===== config.mk =====
export PLATFORM = sky130hd
export DESIGN_NAME = adccr_top
export DESIGN_NICKNAME = d
export VERILOG_FILES = /design/src/adccr_pkg.sv /design/src/adccr_conv_if.sv /design/src/adccr_clkdiv.sv /design/src/adccr_sar.sv /design/src/adccr_top.sv
export SDC_FILE = /design/constraint.sdc
export NUM_CORES = 1
export LEC_CHECK = 0
export CAP_MARGIN = 40
export CORE_UTILIZATION = 45
export CTS_BUF_LIST = sky130_fd_sc_hd__clkbuf_4 sky130_fd_sc_hd__clkbuf_8
export DETAILED_ROUTE_END_ITERATION = 12
export DONT_BUFFER_PORTS = 1
export GPL_TIMING_DRIVEN = 0
export PLACE_DENSITY = 0.68
export RECOVER_POWER = 50
export SYNTH_ARGS = -nofsm -noshare
export SYNTH_HDL_FRONTEND = slang
export SYNTH_SLANG_ARGS = --single-unit

===== constraint.sdc =====
create_clock -name clock_i -period 2.5 [get_ports clock_i]
set_input_delay 0.125 -clock clock_i [delete_from_list [all_inputs] [get_ports clock_i]]
set_output_delay 0.125 -clock clock_i [all_outputs]
set_load 0.03 [all_outputs]

===== src/adccr_pkg.sv =====
// Shared constants and types of the converter control block
package adccr_pkg;

    // Register indices and byte addresses (byte address = 4 * index)
    localparam int unsigned ADDR_W = 12;
    localparam logic [7:0] IDX_CSR = 8'h70;
    localparam logic [7:0] IDX_RDH = 8'h71;
    localparam logic [7:0] IDX_RDL = 8'h72;
    localparam logic [ADDR_W-1:0] ADDR_CSR = {2'b00, IDX_CSR, 2'b00};
    localparam logic [ADDR_W-1:0] ADDR_RDH = {2'b00, IDX_RDH, 2'b00};
    localparam logic [ADDR_W-1:0] ADDR_RDL = {2'b00, IDX_RDL, 2'b00};

    // Control/status field positions
    localparam int unsigned CSR_EOC_POS = 7;
    localparam int unsigned CSR_SPEED_POS = 6;
    localparam int unsigned CSR_ON_POS = 5;
    localparam int unsigned CSR_RSVD_POS = 4;
    localparam int unsigned CSR_CH_LSB = 0;
    localparam int unsigned CH_W = 4;

    // Reset values
    localparam logic [7:0] CSR_RST = 8'h00;
    localparam logic [9:0] RESULT_RST = 10'h000;

    // Result width and converter timing, counted in converter ticks
    localparam int unsigned RES_W = 10;
    localparam int unsigned DIV_FAST = 2;
    localparam int unsigned DIV_SLOW = 4;
    localparam int unsigned SAMPLE_TICKS = 4;
    localparam int unsigned BIT_TICKS = 2;
    localparam int unsigned CONV_TICKS = SAMPLE_TICKS + RES_W * BIT_TICKS;
    localparam int unsigned MAX_CH = 16;

    typedef enum logic [1:0] {
        ST_IDLE = 2'b00,
        ST_SAMPLE = 2'b01,
        ST_CONVERT = 2'b10
    } adccr_state_type;

endpackage : adccr_pkg


===== src/adccr_conv_if.sv =====
// Link between register logic and conversion sequencer
`timescale 1ns/1ps
interface adccr_conv_if;
    logic run;
    logic restart;
    logic done;
    logic [9:0] result;

    modport ctrl_mp (output run, output restart, input done, input result);
    modport sar_mp (input run, input restart, output done, output result);
endinterface : adccr_conv_if


===== src/adccr_clkdiv.sv =====
// Converter tick divider, CPU clock by two or four
`timescale 1ns/1ps
module adccr_clkdiv
(
    input wire logic clock_i,
    input wire logic srst_i,
    input wire logic run_i,
    input wire logic speed_i,
    output logic tick_o
);
    import adccr_pkg::*;

    localparam logic [1:0] LIM_FAST = 2'(DIV_FAST - 1);
    localparam logic [1:0] LIM_SLOW = 2'(DIV_SLOW - 1);

    logic [1:0] cnt_r;
    logic [1:0] lim;

    assign lim = speed_i ? LIM_FAST : LIM_SLOW;

    always_ff @(posedge clock_i)
    begin
        if (srst_i || !run_i)
        begin
            cnt_r <= 2'h0;
            tick_o <= 1'b0;
        end
        else if (cnt_r >= lim)
        begin
            cnt_r <= 2'h0;
            tick_o <= 1'b1;
        end
        else
        begin
            cnt_r <= cnt_r + 2'h1;
            tick_o <= 1'b0;
        end
    end
endmodule : adccr_clkdiv


===== src/adccr_sar.sv =====
// Successive-approximation sequencer
`timescale 1ns/1ps
module adccr_sar
#(
    parameter int unsigned SAMPLE_N = adccr_pkg::SAMPLE_TICKS,
    parameter int unsigned BIT_N = adccr_pkg::BIT_TICKS
)
(
    input wire logic clock_i,
    input wire logic srst_i,
    input wire logic tick_i,
    input wire logic comp_i,
    adccr_conv_if.sar_mp conv,
    output logic sample_o,
    output logic [9:0] trial_o
);
    import adccr_pkg::*;

    localparam logic [4:0] SAMPLE_LAST = 5'(SAMPLE_N - 1);
    localparam logic [4:0] BIT_LAST = 5'(BIT_N - 1);
    localparam logic [5:0] TOTAL_LAST = 6'(SAMPLE_N + RES_W * BIT_N - 1);

    logic comp_s1_r;
    logic comp_s2_r;
    logic comp_s3_r;
    logic comp_q_r;
    adccr_state_type state_r;
    logic [4:0] cnt_r;
    logic [3:0] bit_r;
    logic [9:0] acc_r;
    logic decide;
    logic finish;
    logic [5:0] seen_r;

    // Comparator pin synchroniser
    always_ff @(posedge clock_i)
    begin
        if (srst_i)
        begin
            comp_s1_r <= 1'b0;
            comp_s2_r <= 1'b0;
            comp_s3_r <= 1'b0;
            comp_q_r <= 1'b0;
        end
        else
        begin
            comp_s1_r <= comp_i;
            comp_s2_r <= comp_s1_r;
            comp_s3_r <= comp_s2_r;
            if (comp_s2_r == comp_s3_r)
            begin
                comp_q_r <= comp_s3_r;
            end
        end
    end

    assign decide = conv.run && !conv.restart && tick_i
        && state_r == ST_CONVERT && cnt_r == BIT_LAST;
    assign finish = decide && bit_r == 4'h0;

    // Sequencer
    always_ff @(posedge clock_i)
    begin
        if (srst_i || !conv.run)
        begin
            state_r <= ST_IDLE;
            cnt_r <= 5'h00;
            bit_r <= 4'h9;
            acc_r <= RESULT_RST;
        end
        else if (conv.restart || state_r == ST_IDLE)
        begin
            state_r <= ST_SAMPLE;
            cnt_r <= 5'h00;
            bit_r <= 4'h9;
            acc_r <= RESULT_RST;
        end
        else if (tick_i)
        begin
            case (state_r)
                ST_SAMPLE:
                begin
                    if (cnt_r == SAMPLE_LAST)
                    begin
                        state_r <= ST_CONVERT;
                        cnt_r <= 5'h00;
                        acc_r <= 10'h200;
                    end
                    else
                    begin
                        cnt_r <= cnt_r + 5'h01;
                    end
                end
                ST_CONVERT:
                begin
                    if (cnt_r != BIT_LAST)
                    begin
                        cnt_r <= cnt_r + 5'h01;
                    end
                    else if (bit_r == 4'h0)
                    begin
                        state_r <= ST_SAMPLE;
                        cnt_r <= 5'h00;
                        bit_r <= 4'h9;
                        acc_r <= RESULT_RST;
                    end
                    else
                    begin
                        cnt_r <= 5'h00;
                        acc_r[bit_r] <= comp_q_r;
                        acc_r[bit_r - 4'h1] <= 1'b1;
                        bit_r <= bit_r - 4'h1;
                    end
                end
                default:
                begin
                    state_r <= ST_IDLE;
                end
            endcase
        end
    end

    // Result capture and completion pulse
    always_ff @(posedge clock_i)
    begin
        if (srst_i)
        begin
            conv.done <= 1'b0;
            conv.result <= RESULT_RST;
        end
        else
        begin
            conv.done <= finish;
            if (finish)
            begin
                conv.result <= {acc_r[9:1], comp_q_r};
            end
        end
    end

    assign sample_o = state_r == ST_SAMPLE;
    assign trial_o = acc_r;

    // Tick count since conversion start, checked at completion
    always_ff @(posedge clock_i)
    begin
        if (srst_i || state_r == ST_IDLE || conv.restart || finish)
        begin
            seen_r <= 6'h00;
        end
        else if (tick_i)
        begin
            seen_r <= seen_r + 6'h01;
        end
    end
endmodule : adccr_sar


===== src/adccr_top.sv =====
// Converter control, status and result registers on APB
//
// Added by the designer: the APB register port.
`timescale 1ns/1ps
// Overview of operation
// - Done flag sets on completion; clears on high-result read or status write.
// - Done flag is read-only; all other status bits are read/write.
// - Clock select 0 gives CPU clock over four, 1 over two.
// - Converter-on 1 enables and starts converting; 0 stops conversion.
// - Converter-on clear puts the converter in low consumption.
// - Four channel bits pick analog input 0 to 15 in binary.
// - Present input count is a build parameter; absent codes select nothing.
// - High result register returns result bits 9..2, read-only.
// - Low result register returns bits 1..0, zeros above, read-only.
// - Status, high and low registers sit at consecutive indices.
// - Reset clears all three registers.
// - Wait-for-interrupt state does not affect the converter.
// - Clock-stop state disables converter; software waits settle delay after.
// - While on, conversions repeat back to back, each setting done.
// - Channel change aborts conversion, clears done, restarts on new channel.
// - Results not latched as pair; each completion overwrites both.
module adccr_top
#(
    parameter int unsigned NUM_CH = adccr_pkg::MAX_CH,
    parameter int unsigned SAMPLE_N = adccr_pkg::SAMPLE_TICKS,
    parameter int unsigned BIT_N = adccr_pkg::BIT_TICKS
)
(
    input wire logic clock_i,
    input wire logic srst_i,
    input wire logic psel_i,
    input wire logic penable_i,
    input wire logic pwrite_i,
    input wire logic [adccr_pkg::ADDR_W-1:0] paddr_i,
    input wire logic [31:0] pwdata_i,
    input wire logic [3:0] pstrb_i,
    output logic [31:0] prdata_o,
    output logic pready_o,
    output logic pslverr_o,
    input wire logic halt_i,
    input wire logic comp_i,
    output logic power_on_o,
    output logic sample_o,
    output logic [9:0] trial_o,
    output logic [NUM_CH-1:0] ain_sel_o
);
    import adccr_pkg::*;

    adccr_conv_if conv ();

    logic [6:0] ctl_r;
    logic eoc_r;
    logic [RES_W-1:0] res_r;
    logic [31:0] prdata_r;
    logic pslverr_r;
    logic setup;
    logic access;
    logic wr_csr;
    logic rd_rdh;
    logic [7:0] rd_val;
    logic hit;
    logic tick;
    logic [CH_W-1:0] chan;

    assign setup = psel_i && !penable_i;
    assign access = psel_i && penable_i;
    assign wr_csr = access && pwrite_i && paddr_i == ADDR_CSR
        && pstrb_i[0];
    assign rd_rdh = access && !pwrite_i && paddr_i == ADDR_RDH;
    assign chan = ctl_r[CSR_CH_LSB +: CH_W];

    // Clock-stop state disables; wait state has no input here
    assign conv.run = ctl_r[CSR_ON_POS] && !halt_i;
    assign conv.restart = wr_csr
        && pwdata_i[CSR_CH_LSB +: CH_W] != chan;
    assign power_on_o = conv.run;

    // Read decode
    always_comb
    begin
        rd_val = 8'h00;
        hit = 1'b1;
        if (paddr_i == ADDR_CSR)
        begin
            rd_val = {eoc_r, ctl_r};
        end
        else if (paddr_i == ADDR_RDH)
        begin
            rd_val = res_r[9:2];
        end
        else if (paddr_i == ADDR_RDL)
        begin
            rd_val = {6'h00, res_r[1:0]};
        end
        else
        begin
            hit = 1'b0;
        end
    end

    // Control bits, done flag excluded
    always_ff @(posedge clock_i)
    begin
        if (srst_i)
        begin
            ctl_r <= CSR_RST[6:0];
        end
        else if (wr_csr)
        begin
            ctl_r <= pwdata_i[6:0];
        end
    end

    // Done flag, set wins over clear
    always_ff @(posedge clock_i)
    begin
        if (srst_i)
        begin
            eoc_r <= CSR_RST[CSR_EOC_POS];
        end
        else if (conv.done)
        begin
            eoc_r <= 1'b1;
        end
        else if (wr_csr || rd_rdh)
        begin
            eoc_r <= 1'b0;
        end
    end

    // Result store, overwritten by every completion
    always_ff @(posedge clock_i)
    begin
        if (srst_i)
        begin
            res_r <= RESULT_RST;
        end
        else if (conv.done)
        begin
            res_r <= conv.result;
        end
    end

    // Bus answer prepared in the setup cycle
    always_ff @(posedge clock_i)
    begin
        if (srst_i)
        begin
            prdata_r <= 32'h0000_0000;
            pslverr_r <= 1'b0;
        end
        else if (setup)
        begin
            prdata_r <= {24'h00_0000, hit ? rd_val : 8'h00};
            pslverr_r <= !hit;
        end
    end

    assign prdata_o = prdata_r;
    assign pready_o = 1'b1;
    assign pslverr_o = pslverr_r && access;

    // Channel pin select, one per present input
    genvar g;
    generate
        for (g = 0; g < NUM_CH; g++)
        begin : g_sel
            assign ain_sel_o[g] = conv.run
                && chan == CH_W'(g);
        end
    endgenerate

    adccr_clkdiv u_div
    (
        .clock_i(clock_i),
        .srst_i(srst_i),
        .run_i(conv.run),
        .speed_i(ctl_r[CSR_SPEED_POS]),
        .tick_o(tick)
    );

    adccr_sar #(.SAMPLE_N(SAMPLE_N), .BIT_N(BIT_N)) u_sar
    (
        .clock_i(clock_i),
        .srst_i(srst_i),
        .tick_i(tick),
        .comp_i(comp_i),
        .conv(conv),
        .sample_o(sample_o),
        .trial_o(trial_o)
    );
endmodule : adccr_top


==> reports/qor.yml, run 1 <==
run_status:
  status: "finished clean"
pwr:
  power_density_nw_per_um2: 540
  peakVddDrop_mv: 0.395
  p_int_mw: 1.70
  p_sw_uw: 511
  pwr-share-comb_pct: 6.6
  leakage_nw: 1.41
  p_clk_share_pct: 45.7
  switching_share_pct: 23.1
  power_mw: 2.21
  seq_power_share_pct: 47.7
route:
  drt_wl_total_mm: 7.91
  route.vias.total: 2936
  wire_per_inst_um: 14.0
  drtAntennaViolNets: 0
  dr.pass1.iters: 5
  vias_per_cell: 5.20
  drt_iter0_drc: 120
  drc: 0
synthesis:
  yosys_warnings: 0
  synth_area_leaders: "dfxtp_1 (37%), mux2i_1 (8.5%), buf_4 (5.3%), nand2b_1 (4.6%), a21oi_1 (4.2%)"
  ys_seq_area_share_pct: 37.3
  synth_cells: 417
  ys.flop_type: "dfxtp_1"
  synth-seq-cells: 66
  synth_top_area_share_pct: 37.3
  syn_area_um2: 3540
  synth_edf_count: 0
  synth_cell_types: 54
  avgSynthCellArea_um2: 8.50
  yosysTopAreaCell: "dfxtp_1"
  async_flop_share_pct: 0
worst_setup_path:
  crit_fanout: 10
  cp.required_ps: 2760
  cp-end-kind: "flop"
  critPathMaxStageDelay_ps: 470
  critical_path.top_delay_family: "simple AND/OR/NAND/NOR gates"
  start_kind: "flop"
  cp.arrival_ps: 2620
  worst-setup-path-type: "reg2reg"
  critPathSlowestCell: "or4b_4"
  cpMostUsedCell: "buf_6"
  crit_buf_inv: 2
  path_cells: "ha_1 > or4b_4 > buf_6 > or3_4 > a211oi_2 > buf_6 > mux2i_1"
finish:
  area.growth.synth_to_final_pct: 15.6
  fill_cells: 683
  fin_area_um2: 4100
  final_util_pct: 55.0
  final_cell_mix: "dfxtp_1 (66), nor2_1 (34), a21oi_1 (30), mux2i_1 (30), nand2b_1 (26)"
  stdcell_count: 565
  regArea_um2: 1320
  multi_input_area_um2: 1980
  num_antenna_cells: 0
  drive_above_1_share_pct: 12.9
  final_common_cell: "dfxtp_1"
  nets: 522
floorplanning:
  die-area_um2: 8230
  die_w_um: 90.7
  num_io_pins: 117
  die_h_um: 90.7
  core_area_um2: 7450
  rows: 31
  start_util_pct: 47.6
sta:
  drv_slew: 0
  rsz0062_at_grt: "false"
  max_slew_margin_pct: 38.8
  tightest_slew_ps: 911
  finalClockSkew_ps: 8.43
  final-setup-viol-count: 0
  fin_tns_setup_ps: 0
  fin_ws_ps: 148
  fin_crit_ps: 2350
  hold-worst-slack_ps: 91.2
  max_freq_mhz: 425
  hold_violations: 0
  min_period_over_period_pct: 94.1
clock_network:
  cts_tree: "built"
  post-cts-setup-buffer-count: 0
  numCtsBuffers: 9
  clk_path_buf_depth: 2
  clockRootBuffer: "clkbuf_8"
  clk_latency_ps: 340
  h-tree-depth: 3
  clkTransAtPathRegs_ps: 70
  clock-sinks: 66
grt:
  grt_usage_pct: 19.4
  grt_first_pass_wirelength_mm: 13.0
  grt_max_degree: 13
  grt_pass1_vias: 2760
  grt_overflow: 0
  antenna_found_initial: 0
placement:
  io_buffers: 0
  dp_slack_ps: 98.0
  place_area_um2: 3760
  hpwl_mm: 5.67
  gp_congestion: 0.870
  placedCellCount: 540
hold_path:
  min_path_type: "in2reg"
job:
  maxCapViolCount: 0
[logic make-up after synthesis]
kind of cell	Yosys count	synth area share [%]
XOR/XNOR	11	2.72
multiplexers	30	8.47
adder cells (fa/ha/maj)	6	2.12
AND/OR/NAND/NOR	159	24.9
other	2	0.212
buffers and inverters	63	9.85
AO/OA/AOI/OAI	80	14.4
flip-flops	66	37.3
[power groups by stage]
stage                     registers [mW]  logic [mW]  clock network, mW
after CTS                           1.05       0.144               1.03
after global routing                1.05       0.155               1.07
after floorplan                     1.08       0.121                  0
after global placement              1.08       0.131                  0
after detailed placement            1.08       0.131                  0
final                               1.05       0.146               1.01
[routing by layer]
layer  GRT usage [%]  vias to the layer above  wire [um]
met4            5.91                        0         40
li1                -                     1499          -
met2            33.5                      106       3750
met3            6.14                        4        579
met1            22.8                     1327       3540
met5               0                        -          0
[cell usage after synthesis, drive strengths merged (3+ instances only)]
library cell  count
nand2b           26
mux2i            30
ha                6
o2111ai           3
a21boi            3
nand2            19
dfxtp            66
nor2b            11
nor3             18
nor2             34
a211oi            3
xor2              4
a31oi             3
nand3b            5
buf              34
or3b              3
a221o             4
inv               8
and3b             4
nand4             4
nand3            12
a21oi            30
or3               8
clkbuf           21
o21ai            21
xnor2             7
[repair_timing]
action / in CTS / in global routing
hold endpoints to repair: 9 / 0
endpoints found under the setup margin: 6 / 11
hold buffers: 9 / 0
resized for setup: 2 / 3
[sequential cells by signal (all words and copies together) (netlist names)]
signal             flops
u_sar.state_r          2
pslverr_r              1
eoc_r                  1
u_sar.bit_r            4
u_sar.comp_s2_r        1
u_sar.cnt_r            5
ctl_r                  7
u_sar.comp_s1_r        1
u_sar.trial_o         10
u_div.cnt_r            2
res_r                 10
u_div.tick_o           1
u_sar.conv.result     10
u_sar.conv.done        1
u_sar.comp_q_r         1
u_sar.comp_s3_r        1
prdata_o               8
[path summary, 6_finish.rpt]
path                               startpoint                                end  slack [ps]  cells past startpoint
hold / removal                         psel_i             pslverr_r$_SDFFE_PP0P_          90                      3
setup / recovery  u_sar.cnt_r[0]$_SDFFE_PP0P_  u_sar.conv.result[0]$_SDFFE_PP0P_         150                      7
hold reg to reg    u_sar.comp_s1_r$_SDFF_PP0_         u_sar.comp_s2_r$_SDFF_PP0_         440                      1
setup reg to reg  u_sar.cnt_r[0]$_SDFFE_PP0P_  u_sar.conv.result[0]$_SDFFE_PP0P_         150                      7
[worst register-to-register path, stage by stage, from the launching register on]
cell and delay, ps:
dfxtp_1 400, ha_1 200, or4b_4 470, buf_6 150, or3_4 400, a211oi_2 260
buf_6 210, mux2i_1 200
[cell type report]
type / instances / area share [%]
clock inverter: 6 / 2.17
multi-input combinational: 311 / 48.2
clock buffer: 10 / 3.36
timing repair buffer: 10 / 2.32
buffer: 55 / 7.91
sequential: 66 / 32.3
tap: 99 / 3.02
inverter: 8 / 0.733
(Power assumes the default switching activity.)
==> run 2, diff against run 1 <==
- GPL_TIMING_DRIVEN: 0 -> 1
==> run 2 against run 1 <==
  * Non-clock buffer count is 30 lower
  * Clock-buffer cell count shrank 1
  * Critical path depth fell by 2
  * Register-to-register slack improved by 70 ps
  * Via count down 1.6%
  * Flip-flop and latch count did not move
  * Clock power down 10%
  * Worst hold slack worse by 67 ps
  * Final area decreased by 3.8%
  * Clock skew increased by 2.9 ps
==> reports/qor.yml, run 2 (synthesis gave the netlist of run 1 again) <==
floorplanning:
  die-area_um2: 8230
  core_area_um2: 7450
  num_io_pins: 117
  die_w_um: 90.7
  die_h_um: 90.7
  start_util_pct: 47.6
  rows: 31
clock_network:
  h-tree-depth: 3
  clk_path_buf_depth: 2
  clockRootBuffer: "clkbuf_8"
  cts_tree: "built"
  clkTransAtPathRegs_ps: 80
  clk_latency_ps: 350
  cts_resized: 0
  numCtsBuffers: 9
  clock-sinks: 66
placement:
  place_area_um2: 3600
  placedCellCount: 506
  hpwl_mm: 5.25
  io_buffers: 0
  gp_congestion: 0.798
worst_setup_path:
  cpMostUsedCell: "buf_4"
  crit_buf_inv: 2
  rr_endpoint: "u_sar.conv.result[2]$_SDFFE_PP0P_"
  crit_fanout: 5
  cp.required_ps: 2380
  critPathMaxStageDelay_ps: 510
  ff2ff_setup_slack_ps: 220
  critical_path.top_delay_family: "simple AND/OR/NAND/NOR gates"
  critPathSlowestCell: "or3b_2"
  path_cells: "nor2b_1 > buf_4 > or3b_2 > nor3_1 > buf_4"
  start_kind: "flop"
  r2r_cells: 6
  cp-end-kind: "primary output"
  cp.arrival_ps: 2170
  r2r_start: "u_sar.cnt_r[0]$_SDFFE_PP0P_"
  worst-setup-path-type: "reg2out"
grt:
  grt_pass1_vias: 2613
  grt_overflow: 0
  grt_usage_pct: 19.0
  grt_first_pass_wirelength_mm: 12.6
  antenna_found_initial: 0
  grt_max_degree: 53
route:
  route.vias.total: 2890
  wire_per_inst_um: 14.5
  drc: 0
  dr.pass1.iters: 4
  drt_iter0_drc: 133
  drt_wl_total_mm: 7.75
  drtAntennaViolNets: 0
  vias_per_cell: 5.40
finish:
  num_antenna_cells: 0
  fin_area_um2: 3940
  fill_cells: 701
  stdcell_count: 535
  nets: 492
  final_common_cell: "dfxtp_1"
  final_util_pct: 52.9
  drive_above_1_share_pct: 11.2
  final_cell_mix: "dfxtp_1 (66), nor2_1 (34), a21oi_1 (30), mux2i_1 (30), nand2b_1 (26)"
  area.growth.synth_to_final_pct: 11.2
hold_path:
  worstHoldStart: "paddr_i[2]"
  hold_end: "prdata_o[0]$_SDFFE_PP0P_"
  min_path_type: "in2reg"
  worstHoldPathCells: 2
sta:
  tightest_slew_ps: 583
  max_slew_margin_pct: 61.1
  max_freq_mhz: 435
  fin_tns_setup_ps: 0
  rsz0062_at_grt: "false"
  fin_crit_ps: 2300
  final-setup-viol-count: 0
  finalClockSkew_ps: 11.3
  hold_violations: 0
  min_period_over_period_pct: 92.0
  drv_slew: 0
run_status:
  status: "finished clean"
pwr:
  leakage_nw: 1.33
  power_mw: 2.07
  power_density_nw_per_um2: 526
  peakVddDrop_mv: 0.350
job:
  maxCapViolCount: 0
run 2: cell count changes in the layout (fill, tap and decap cells not counted), sizes merged, moves of 2 or more:
cell and change:
clkbuf -25, clkinv +2, dlygate4sd3 +3, buf -9
run 2: worst max path at each step:
stage,depth (start not counted),from,to
global placement,6,u_sar.cnt_r[0]$_SDFFE_PP0P_,u_sar.trial_o[5]$_SDFFE_PP0P_
global route,6,u_sar.cnt_r[0]$_SDFFE_PP0P_,u_sar.conv.result[8]$_SDFFE_PP0P_
CTS,5,ctl_r[5]$_SDFFE_PP0P_,ain_sel_o[0]
finish,5,ctl_r[5]$_SDFFE_PP0P_,ain_sel_o[0]
detailed placement,6,u_sar.cnt_r[0]$_SDFFE_PP0P_,u_sar.conv.result[7]$_SDFFE_PP0P_
floorplan,4,ctl_r[5]$_SDFFE_PP0P_,ain_sel_o[0]
run 2: metal layers:
layer | GRT usage (%) | vias up | wire length (um) | part of all wire (%)
met2 | 30.6 | 101 | 3590 | 46
met5 | 0 | - | 0 | 0
met4 | 6.32 | 0 | 114 | 1.5
met3 | 5.81 | 10 | 534 | 6.9
met1 | 24.0 | 1330 | 3510 | 45
li1 | - | 1449 | - | -
run 2: area by class of cell:
cell class	count	area [um2]	area share, %
tap	99	124	3.14
inverter	8	30.0	0.762
sequential	66	1320	33.5
clock inverter	7	77.6	1.97
timing repair buffer	35	305	7.75
multi-input combinational	311	1960	49.7
clock buffer	9	124	3.14
run 2: repair_timing:
item | 4_1_cts | 5_1_grt
hold endpoints to repair | 42 | 0
hold buffers | 13 | 0
setup endpoints to repair | 0 | 0
buffers inserted | 0 | 0
run 2: per-stage QoR:
stage,hold WS (ps),setup slack (ps)
after global placement,201,320
after global routing,21.0,98.9
final,24.0,201
after CTS,2.25,202
after floorplan,253,336
after detailed placement,203,249
run 2: power breakdown:
| group | leakage (nW) | internal [mW] | total (mW) | switching, mW |
|---|---|---|---|---|
| clock network | 0.100 | 0.469 | 0.909 | 0.440 |
| logic | 0.701 | 0.0325 | 0.110 | 0.0774 |
| registers | 0.532 | 1.05 | 1.05 | 0.00152 |
